<file path="src/sadc_params.svh">
`ifndef SADC_PARAMS_SVH
`define SADC_PARAMS_SVH

// Clock period of clk_sys_in in nanoseconds.
`define SADC_CLK_PERIOD_NS 20
// Wake-up time after leaving sleep, in nanoseconds.
`define SADC_WAKE_NS 1000
// Least gap between start and first conversion clock pulse, in ns.
`define SADC_CLK_GAP_NS 10
// Conversion clock cycles for the 12-bit and 10-bit variants.
`define SADC_CONV_CYC_12 14
`define SADC_CONV_CYC_10 12
// Default resolution and result buffer depth.
`define SADC_RES_DEFAULT 12
`define SADC_FIFO_DEPTH 32
// Reset values of the pin-facing flags.
`define SADC_RST_START_N 1'b1
`define SADC_RST_TRACK 1'b1

`endif

</file>
<file path="src/sadc_pkg.sv">
package sadc_pkg;
  // Control sequencer states.
  typedef enum logic [2:0] {
    SADC_IDLE,
    SADC_CONV,
    SADC_PUSH,
    SADC_LOAD,
    SADC_FIN,
    SADC_SLEEP,
    SADC_WAKE
  } sadc_state_t;
endpackage

</file>
<file path="src/sadc_ctrl.sv">
`timescale 1ns/100ps
`include "sadc_params.svh"

// Result buffer between the converter core and the output register.
module sadc_fifo #(
  parameter int WIDTH = `SADC_RES_DEFAULT,
  parameter int DEPTH = `SADC_FIFO_DEPTH
) (
  input wire logic clk_sys_in, // System clock.
  input wire logic reset_in, // Synchronous reset, active high.
  input wire logic in_valid_in, // Write request.
  output logic in_ready_out, // Space available.
  input wire logic [WIDTH-1:0] in_data_in, // Write data.
  output logic out_valid_out, // Data available.
  input wire logic out_ready_in, // Read acknowledge.
  output logic [WIDTH-1:0] out_data_out, // Head of queue.
  output logic [$clog2(DEPTH+1)-1:0] level_out // Entries held.
);
  localparam int AW = $clog2(DEPTH);
  localparam int LW = $clog2(DEPTH+1);

  initial begin
    if (DEPTH < 2 || (DEPTH & (DEPTH - 1)) != 0 || WIDTH < 1) begin
      $error("sadc_fifo: DEPTH must be a power of two, at least 2");
    end
  end

  typedef struct packed {
    logic [AW-1:0] wr;
    logic [AW-1:0] rd;
    logic [LW-1:0] cnt;
  } sadc_fifo_st_t;

  sadc_fifo_st_t r_reg;
  sadc_fifo_st_t r_next;
  logic [WIDTH-1:0] mem [DEPTH];
  logic push;
  logic pop;

  // Full and empty come straight from the count, so neither lies.
  assign in_ready_out = (r_reg.cnt != LW'(DEPTH));
  assign out_valid_out = (r_reg.cnt != '0);
  assign out_data_out = mem[r_reg.rd];
  assign level_out = r_reg.cnt;
  assign push = in_valid_in & in_ready_out;
  assign pop = out_valid_out & out_ready_in;

  // Pointer and count update.
  always_comb begin
    r_next = r_reg;
    if (push) begin
      r_next.wr = r_reg.wr + 1'b1;
    end
    if (pop) begin
      r_next.rd = r_reg.rd + 1'b1;
    end
    if (push && !pop) begin
      r_next.cnt = r_reg.cnt + 1'b1;
    end else if (pop && !push) begin
      r_next.cnt = r_reg.cnt - 1'b1;
    end
  end

  // Storage carries no reset; only the pointers and the count need a defined start.
  always_ff @(posedge clk_sys_in) begin
    if (reset_in) begin
      r_reg <= '0;
    end else begin
      r_reg <= r_next;
    end
    if (push) begin
      mem[r_reg.wr] <= in_data_in;
    end
  end
endmodule

// Behaviour
// - The result bus is driven only once select and read are both low.
// - Select and read meet in one AND, so either may gate the bus.
// - With both held low the bus stays driven and a new result shows before busy falls.
// - A falling start strobe moves track/hold to hold and starts conversion.
// - Start still low when busy falls puts the part to sleep at that edge.
// - In sleep the next rising start edge wakes the part, ready after about 1 us.
// - A conversion takes 14 conversion clocks at 12 bits and 12 at 10 bits.
// - The conversion clock pad is closed whenever no conversion runs.
// - Busy rises after the start edge and stays high for the conversion.
// - Busy falls only after the result sits in the output register.
// - Track resumes just before busy falls; acquisition begins as it falls.
// - The result leaves on a three-state bus of 10 or 12 bits.
// - The result is unsigned straight binary from the approximation.
module sadc_ctrl
  import sadc_pkg::*;
#(
  parameter int RES = `SADC_RES_DEFAULT,
  parameter int FIFO_DEPTH = `SADC_FIFO_DEPTH
) (
  input wire logic clk_sys_in, // System clock, 50 MHz.
  input wire logic reset_in, // Synchronous reset, active high.
  input wire logic conversion_start_n_in, // Start strobe, active low.
  input wire logic conv_clk_in, // Conversion clock from host.
  input wire logic select_n_in, // Select, active low.
  input wire logic read_n_in, // Read strobe, active low.
  input wire logic [RES-1:0] analog_code_in, // Quantised input level.
  output logic busy_out, // Conversion in progress.
  output logic track_out, // High in track, low in hold.
  output logic sleep_out, // Part asleep.
  output logic clk_pad_en_out, // Conversion clock pad open.
  output logic [RES-1:0] result_bus_out, // Result data.
  output logic result_bus_oe_out, // Result bus driven.
  output sadc_pkg::sadc_state_t state_out // Sequencer state.
);
  import sadc_pkg::*;

  localparam int CONV_CYC = (RES == 12) ? `SADC_CONV_CYC_12 :
                            `SADC_CONV_CYC_10;
  localparam int WAKE_CYC = `SADC_WAKE_NS / `SADC_CLK_PERIOD_NS;
  localparam int GAP_CYC = (`SADC_CLK_GAP_NS + `SADC_CLK_PERIOD_NS - 1) /
                           `SADC_CLK_PERIOD_NS;
  localparam int CW = $clog2(WAKE_CYC + 1);
  localparam int EW = $clog2(CONV_CYC + 1);
  localparam int LW = $clog2(FIFO_DEPTH + 1);

  initial begin
    if (RES != 10 && RES != 12) begin
      $error("sadc_ctrl: RES must be 10 or 12");
    end
    if (FIFO_DEPTH < 2) begin
      $error("sadc_ctrl: FIFO_DEPTH must be at least 2");
    end
  end

  typedef struct packed {
    sadc_state_t state;
    logic start_d;
    logic clk_d;
    logic busy;
    logic track;
    logic sleep;
    logic oe;
    logic pad_en;
    logic [RES-1:0] held;
    logic [RES-1:0] sar;
    logic [RES-1:0] out;
    logic [EW-1:0] edges;
    logic [CW-1:0] cnt;
  } sadc_st_t;

  sadc_st_t r_reg;
  sadc_st_t r_next;
  logic start_fall;
  logic start_rise;
  logic clk_rise;
  logic bus_en;
  logic push_valid;
  logic push_ready;
  logic pop_valid;
  logic pop_ready;
  logic [RES-1:0] pop_data;
  logic [LW-1:0] fifo_level;

  // Inputs are synchronous, so edges come from one registered copy.
  assign start_fall = r_reg.start_d & ~conversion_start_n_in;
  assign start_rise = ~r_reg.start_d & conversion_start_n_in;
  assign clk_rise = ~r_reg.clk_d & conv_clk_in & r_reg.pad_en;
  assign bus_en = ~(select_n_in | read_n_in);

  // The output register holds still during a read so the host sees a
  // steady word; the finishing conversion overrides that hold.
  assign pop_ready = ~bus_en | (r_reg.state == SADC_LOAD);
  assign push_valid = (r_reg.state == SADC_PUSH);

  sadc_fifo #(
    .WIDTH(RES),
    .DEPTH(FIFO_DEPTH)
  ) u_fifo (
    .clk_sys_in(clk_sys_in),
    .reset_in(reset_in),
    .in_valid_in(push_valid),
    .in_ready_out(push_ready),
    .in_data_in(r_reg.sar),
    .out_valid_out(pop_valid),
    .out_ready_in(pop_ready),
    .out_data_out(pop_data),
    .level_out(fifo_level)
  );

  // Sequencer, approximation register and output register.
  always_comb begin
    r_next = r_reg;
    r_next.start_d = conversion_start_n_in;
    r_next.clk_d = conv_clk_in;
    r_next.oe = bus_en;
    if (pop_valid && pop_ready) begin
      r_next.out = pop_data;
    end
    case (r_reg.state)
      SADC_IDLE: begin
        if (start_fall) begin
          r_next.state = SADC_CONV;
          r_next.track = 1'b0;
          r_next.busy = 1'b1;
          r_next.held = analog_code_in;
          r_next.sar = '0;
          r_next.edges = '0;
          r_next.cnt = CW'(GAP_CYC);
          r_next.pad_en = 1'b1;
        end
      end
      SADC_CONV: begin
        // The first system cycle after the edge ignores the clock pin.
        if (r_reg.cnt != '0) begin
          r_next.cnt = r_reg.cnt - 1'b1;
        end else if (clk_rise) begin
          r_next.edges = r_reg.edges + 1'b1;
          // One bit decided per clock over the first RES clocks, most significant first.
          for (int i = 0; i < RES; i++) begin
            if (i == RES - 1 - int'(r_reg.edges)) begin
              r_next.sar[i] = ((r_reg.sar | (RES'(1) << i)) <= r_reg.held);
            end
          end
          if (int'(r_reg.edges) == CONV_CYC - 1) begin
            r_next.state = SADC_PUSH;
            r_next.pad_en = 1'b0;
          end
        end
      end
      SADC_PUSH: begin
        // A full buffer stalls completion and keeps busy high.
        if (push_ready) begin
          r_next.state = SADC_LOAD;
          r_next.track = 1'b1;
        end
      end
      SADC_LOAD: begin
        if (pop_valid && fifo_level == LW'(1)) begin
          r_next.state = SADC_FIN;
        end
      end
      SADC_FIN: begin
        r_next.busy = 1'b0;
        if (!conversion_start_n_in) begin
          r_next.state = SADC_SLEEP;
          r_next.sleep = 1'b1;
        end else begin
          r_next.state = SADC_IDLE;
        end
      end
      SADC_SLEEP: begin
        if (start_rise) begin
          r_next.state = SADC_WAKE;
          r_next.sleep = 1'b0;
          r_next.cnt = CW'(WAKE_CYC - 1);
        end
      end
      SADC_WAKE: begin
        // Starts during wake-up are ignored; the analog side is not ready.
        if (r_reg.cnt == '0) begin
          r_next.state = SADC_IDLE;
        end else begin
          r_next.cnt = r_reg.cnt - 1'b1;
        end
      end
      default: begin
        r_next.state = SADC_IDLE;
      end
    endcase
  end

  // State register.
  always_ff @(posedge clk_sys_in) begin
    if (reset_in) begin
      r_reg <= '0;
      r_reg.state <= SADC_IDLE;
      r_reg.start_d <= `SADC_RST_START_N;
      r_reg.track <= `SADC_RST_TRACK;
    end else begin
      r_reg <= r_next;
    end
  end

  // Every output is a flip-flop of the state record.
  assign busy_out = r_reg.busy;
  assign track_out = r_reg.track;
  assign sleep_out = r_reg.sleep;
  assign clk_pad_en_out = r_reg.pad_en;
  assign result_bus_out = r_reg.out;
  assign result_bus_oe_out = r_reg.oe;
  assign state_out = r_reg.state;
endmodule

</file>
<file path="config.mk">
export PLATFORM = sky130hd
export DESIGN_NAME = sadc_ctrl
export DESIGN_NICKNAME = d
export VERILOG_FILES = /design/src/sadc_pkg.sv /design/src/sadc_ctrl.sv
export VERILOG_INCLUDE_DIRS = /design/src
export SDC_FILE = /design/constraint.sdc
export NUM_CORES = 1
export LEC_CHECK = 0
export ABC_CLOCK_PERIOD_IN_PS = 6500
export BUFFER_PORTS_ARGS = -buffer_cell sky130_fd_sc_hd__buf_4
export CAP_MARGIN = 5
export CELL_PAD_IN_SITES_DETAIL_PLACEMENT = 0
export CELL_PAD_IN_SITES_GLOBAL_PLACEMENT = 1
export CORE_MARGIN = 8
export CORE_UTILIZATION = 40
export DETAILED_ROUTE_END_ITERATION = 12
export HOLD_SLACK_MARGIN = 0.08
export PLACE_DENSITY_LB_ADDON = 0.08
export SLEW_MARGIN = 20
export SYNTH_ARGS = -nofsm -noshare
export SYNTH_HDL_FRONTEND = slang
export SYNTH_SLANG_ARGS = --single-unit
</file>
<file path="constraint.sdc">
create_clock -name clk_sys_in -period 6.5 [get_ports clk_sys_in]
set_input_delay 0.65 -clock clk_sys_in [delete_from_list [all_inputs] [get_ports clk_sys_in]]
set_output_delay 0.65 -clock clk_sys_in [all_outputs]
set_load 0.05 [all_outputs]
</file>
After elaboration in Yosys (flattened, before gate mapping) --
Memories as Yosys holds them, arrays and structs flattened. A register that Yosys moved wholly into a read port is not among the register bits. Cells that the tools add are included.
Storage, ports and cells: memory bits (read-only) 0, bits in latches 0, bits in writable memories 384, register bits 60, output and inout port bits 20, memories 1, input bits 18, word-level logic and storage cells 187
Memory list:
- u_fifo.mem | depth 32, bits a word 12, read ports 1, clocked after Yosys merged registers in 1, wr ports 1, RTL line sadc_ctrl.sv:36 | logic [WIDTH-1:0] mem [DEPTH];
Cells by class: eq/ne operators 43, muxes and demuxes 49, order comparisons 12, add/subtract/negate cells 7, reduce and logical (&&, ||, !) cells 37, shift-type cells 0, multipliers 0, div/mod/pow operators 0, bitwise gates (word level) 12
Operator list (count):
- less-or-equal comparator 12 bit | 12
- AND reduction 5 bit | 14
- != test 2 bit, second input constant | 22
- logical NOT 32 bit | 1
- two-way mux 6 bit | 5
- two-way mux 3 bit | 9
- two-way mux 25 bit | 1
- two-way mux 12 bit | 2
- case mux 12 bit (2 select lines) | 1
- case mux 6 bit (4 select lines) | 1
- case mux 3 bit (7 select lines) | 1
- == test 4 x 5 -> 1 bit, first input constant | 4
- == test 5 bit, first input constant | 4
- two-way mux 1 bit | 20
- nonzero test 6 bit | 2
- subtractor 6 x 1 -> 6 bit, second input constant | 2
- adder 5 x 1 -> 5 bit, second input constant | 2
- == test 3 x 5 -> 1 bit, first input constant | 2
- two-way mux 10 bit | 1
- nonzero test 2 bit | 5
- == test 3 bit, second input constant | 3
- two-way mux 4 bit | 2
- case mux 1 bit (2 select lines) | 4
- case mux 4 bit (2 select lines) | 1
- 23 further kinds | 39

Longest topological paths before layout --
depth in word-level cells 6, depth in mapped cells 12, depth with buffers taken out 11

Modules after synthesis --
Synthesis repeated with hierarchy kept, for this count alone.
Second synthesis, totals: cell total of the unflattened synthesis 1327, area total of the unflattened synthesis 19449.9 um^2
By module, submodules not included:
- sadc_fifo | times used 1, area each 15982.8 um^2, seq. area each 11951.5 um^2, cells each 858
- sadc_ctrl | times used 1, area each 3467.1 um^2, seq. area each 1121.1 um^2, cells each 469

Worst setup path before layout --
Ideal clock, no wire load.
path kind flip-flop to flip-flop, start register u_fifo.r_reg (netlist bit u_fifo.level_out[0]), end register u_fifo.r_reg (netlist bit u_fifo.level_out[4]), required time 6430 ps, path buffers 1, clock period less this slack 2393 ps, arrival time 2322 ps, setup time 70 ps, cell stages (with the launch flop) 12, slack 4107 ps, cells stage by stage dfxtp_1 inv_1 ha_1 nand2_1 o32a_1 inv_1 ha_1 clkbuf_1 nand2b_1 o32a_1 or3_1 a21oi_1
On the way: cells in the longest elaborated chain, start to end 5, elaborated cells between the ends (all ways) 13, those cells by class 2 x add/sub; 1 x eq/ne; 2 x mux; 2 x bitwise; 6 x reduce/logical
RTL lines:
- start, declared | RTL line sadc_ctrl.sv:34 | sadc_fifo_st_t r_reg;
- start signal, assigned | RTL line sadc_ctrl.sv:69 | r_reg <= r_next;
- parallel branches: the longest is 5 deep, another holds subtractor 6 x 1 -> 6 bit
Several ways; the timed one is not identified. The select of a mux whose other input is x is not followed. A chain may end at the register's enable or synchronous reset.

==> impl_results.md <==
- Outcome: complete, no violations
- DR WL/cell: 26.4 um
- TNS Setup: 0 ns
- Synth Warn #: 0
- RSZ-0062 raised after global routing: false
- Post-DRT Antenna Nets: 0
- Final Total Pwr: roughly 8 mW
- Sequential share of the synthesized area: between 60% and 70%
- Clk sink count: approximately 460
- Average size of a mapped cell: 15.9 um2
- GR Util met3: 2.60%
- Setup CP Type: reg -> reg
- Worst Clk Skew: ~0.024 ns
- Pin count of the biggest net entering global routing: between 50 and 60
- Async set-reset flop share out of synthesis: 0%
- Skew-Pair Late Insertion Delay: 0.60 ns
- CTS root buffer: clkbuf_16
- Slowest CP cell: dfxtp_4
- Top_reg_cell synth: edfxtp_1
- Area leader, netlist: edfxtp_1
- Met1 usage in global routing: between 20% and 30%
- Post-synth EDFFs: roughly 380
- Global-route wire length before repair: ~75 mm
- Tmin final: roughly 3.3 ns
- M2 GR Usage: 31.7%
- Row count: between 70 and 80
- HPWL after detailed placement: 31.5 mm
- CTS resizes: 0
- I/O Pins: 38
- Number of diodes: 0
- H-tree levels: 2
- Max Slew Vio Count: 0
- Final wirelength: 50.1 mm
- P_leak: around 7.1 nW
- Layout cells sized above 1: between 20% and 30%
- Most frequent CP cell: a22o_1
- Top cell type's share of synthesized area: about 61%
- TritonCTS buffer count: 49
- Gr ovfl total: 0
- Hold_buf cts: 0
- Peak supply drop: roughly 0.18 mV
- Placed Cells incl. Taps: ~1,800
- Crit path max fanout: 42
- DR DRC count: 0
- Area grow syn2layout: 14.0%
- CP peak stage delay: between 0.7 and 0.8 ns
- Synthesized net count: 1,236
- Req. time, crit path: about 7.0 ns
- Starting DRT DRC Count: around 720
- Gate Count Post-Synth: 1,189
- Die area: ~54,000 um2
- Final cycle utilization of the critical path: between 50% and 60%
- Synth Register Bits: between 400 and 500
- Critical path data arrival time: about 3.8 ns
- Max reg flops: approximately 380
- Die X-Extent: about 230 um
- First-pass DRT Iterations: 5
- Critical path cell sequence: buf_4, mux4_2, a22o_1, a2111oi_2, a21oi_1, a22o_1
- Postcts setup bufs: 0
- Mapped Area: about 19,000 um2
- Hold crit path type: in -> reg
- Worst slew margin: 39.3%
- Area contributors post-synth: edfxtp_1, mux4_2, dfxtp_1
- PwrDens: between 300 and 400 nW/um2
- Vias in the first global route: ~11,000
- Initial antenna violation count: 0
- Starting density of the core: approximately two fifths
- Die Y: between 200 and 250 um
- # nets final: ~1,300
- Total GRT Usage: about a fifth
- Clock Path Buffers: 3
- # port buffers: 37
- Vias per std cell: around 5.6
- Final Setup Violations: 0
- Peak Freq: 307 MHz
- Most Used Layer, Global Route: met2
- Setup crit end kind: register
- Most common cell in the netlist: edfxtp_1
- TritonCTS clock tree: built
- Core ar.: ~47,000 um2
- Vias: approximately 11,000
- Top post-synthesis cells by count: edfxtp_1, nor2_1, mux4_2
- Maxcap violations: 0
- Routability cong.: roughly 0.75
- Worst slew pin tran: a little over 0.9 ns
- Netlist cell types: between 60 and 70
- Layout Cells excl Fill: ~1,900
- Clock-pin slew on the worst setup and hold paths: around 0.06 ns
- CP Launch Type: register
- Fin. Hold Viols: 0
[worst paths after layout]
kind,from,to,slack (ns),cells after the start
max,u_fifo.r_reg[6],result_bus_out[7],3.24,6
min,select_n_in,result_bus_oe_out,0.23,2
max reg2reg,u_fifo.r_reg[6],result_bus_out[7],3.24,6
min reg2reg,r_reg[43],r_reg[43],0.48,2
[placed cells by master (no fill, tap or decap), types with 9 or more instances in the layout]
master / count
clkbuf_1: 10
nor2b_1: 12
buf_4: 90
o21ai_0: 27
mux4_2: 73
nand2_1: 62
a2111oi_2: 11
o22ai_1: 11
xor2_1: 9
edfxtp_1: 384
nand3_1: 13
a21oi_1: 71
nor2_1: 76
clkbuf_16: 49
nand4_1: 10
a22o_1: 24
o221ai_1: 12
dfxtp_1: 69
mux2i_1: 48
nor3_1: 12
o211ai_1: 9
a22oi_1: 13
inv_1: 29
ha_1: 29
[cell families (layout without fill, tap and decap cells)]
group,Yosys count,in the layout,share of synthesized area (%)
xor gates and xnor gates,17,17,0.789
and+or+nand+nor,230,230,5.74
muxes,121,121,11.3
adders and majority gates,29,29,1.92
AOI/OAI and AO/OA,227,227,8.52
buffers and inverters,109,210,3.01
DFF,456,456,68.8
[layout make-up]
| class | count | area (um2) |
|---|---|---|
| Timing Repair Buffer | 90 | 676 |
| Clock buffer | 64 | 1330 |
| Fill cell | 4051 | 25000 |
| Clock inverter | 27 | 310 |
| Sequential cell | 456 | 13000 |
| Tap cell | 607 | 759 |
| Multi-Input combinational cell | 624 | 5350 |
| Inverter | 29 | 109 |
[critical path, delay by kind of cell (launching register included)]
family | cells | cell delay [ns]
muxes | 1 | 0.59
AOI/OAI and AO/OA | 4 | 0.93
DFF | 1 | 0.77
buffers and inverters | 1 | 0.77
[metrics by stage]
| stage | instance area, um2 | utilization (%) | setup WS, ns | hold WS (ns) |
|---|---|---|---|---|
| 6_report | 21500 | 46.2 | 3.24 | 0.229 |
| 5_1_grt | 21500 | 46.2 | 3.03 | 0.217 |
| 3_3_place_gp | 19900 | 42.7 | 3.20 | 0.469 |
| 3_5_place_dp | 19900 | 42.7 | 3.16 | 0.471 |
| 2_1_floorplan | 18900 | - | 4.11 | 0.423 |
| 4_1_cts | 21500 | 46.2 | 3.15 | 0.194 |
[power breakdown]
group / switching [mW] / internal, mW
sequential: 0.189 / 3.23
combinational: 0.920 / 0.629
clock: 1.16 / 1.69
total: 2.27 / 5.55
[metal layers]
layer | vias to the layer above | routed length [um]
met5 | - | 0
met4 | 0 | 833
met3 | 53 | 2000
met2 | 224 | 24900
met1 | 5468 | 22300
li1 | 4809 | -
(Power assumes the default switching activity.)
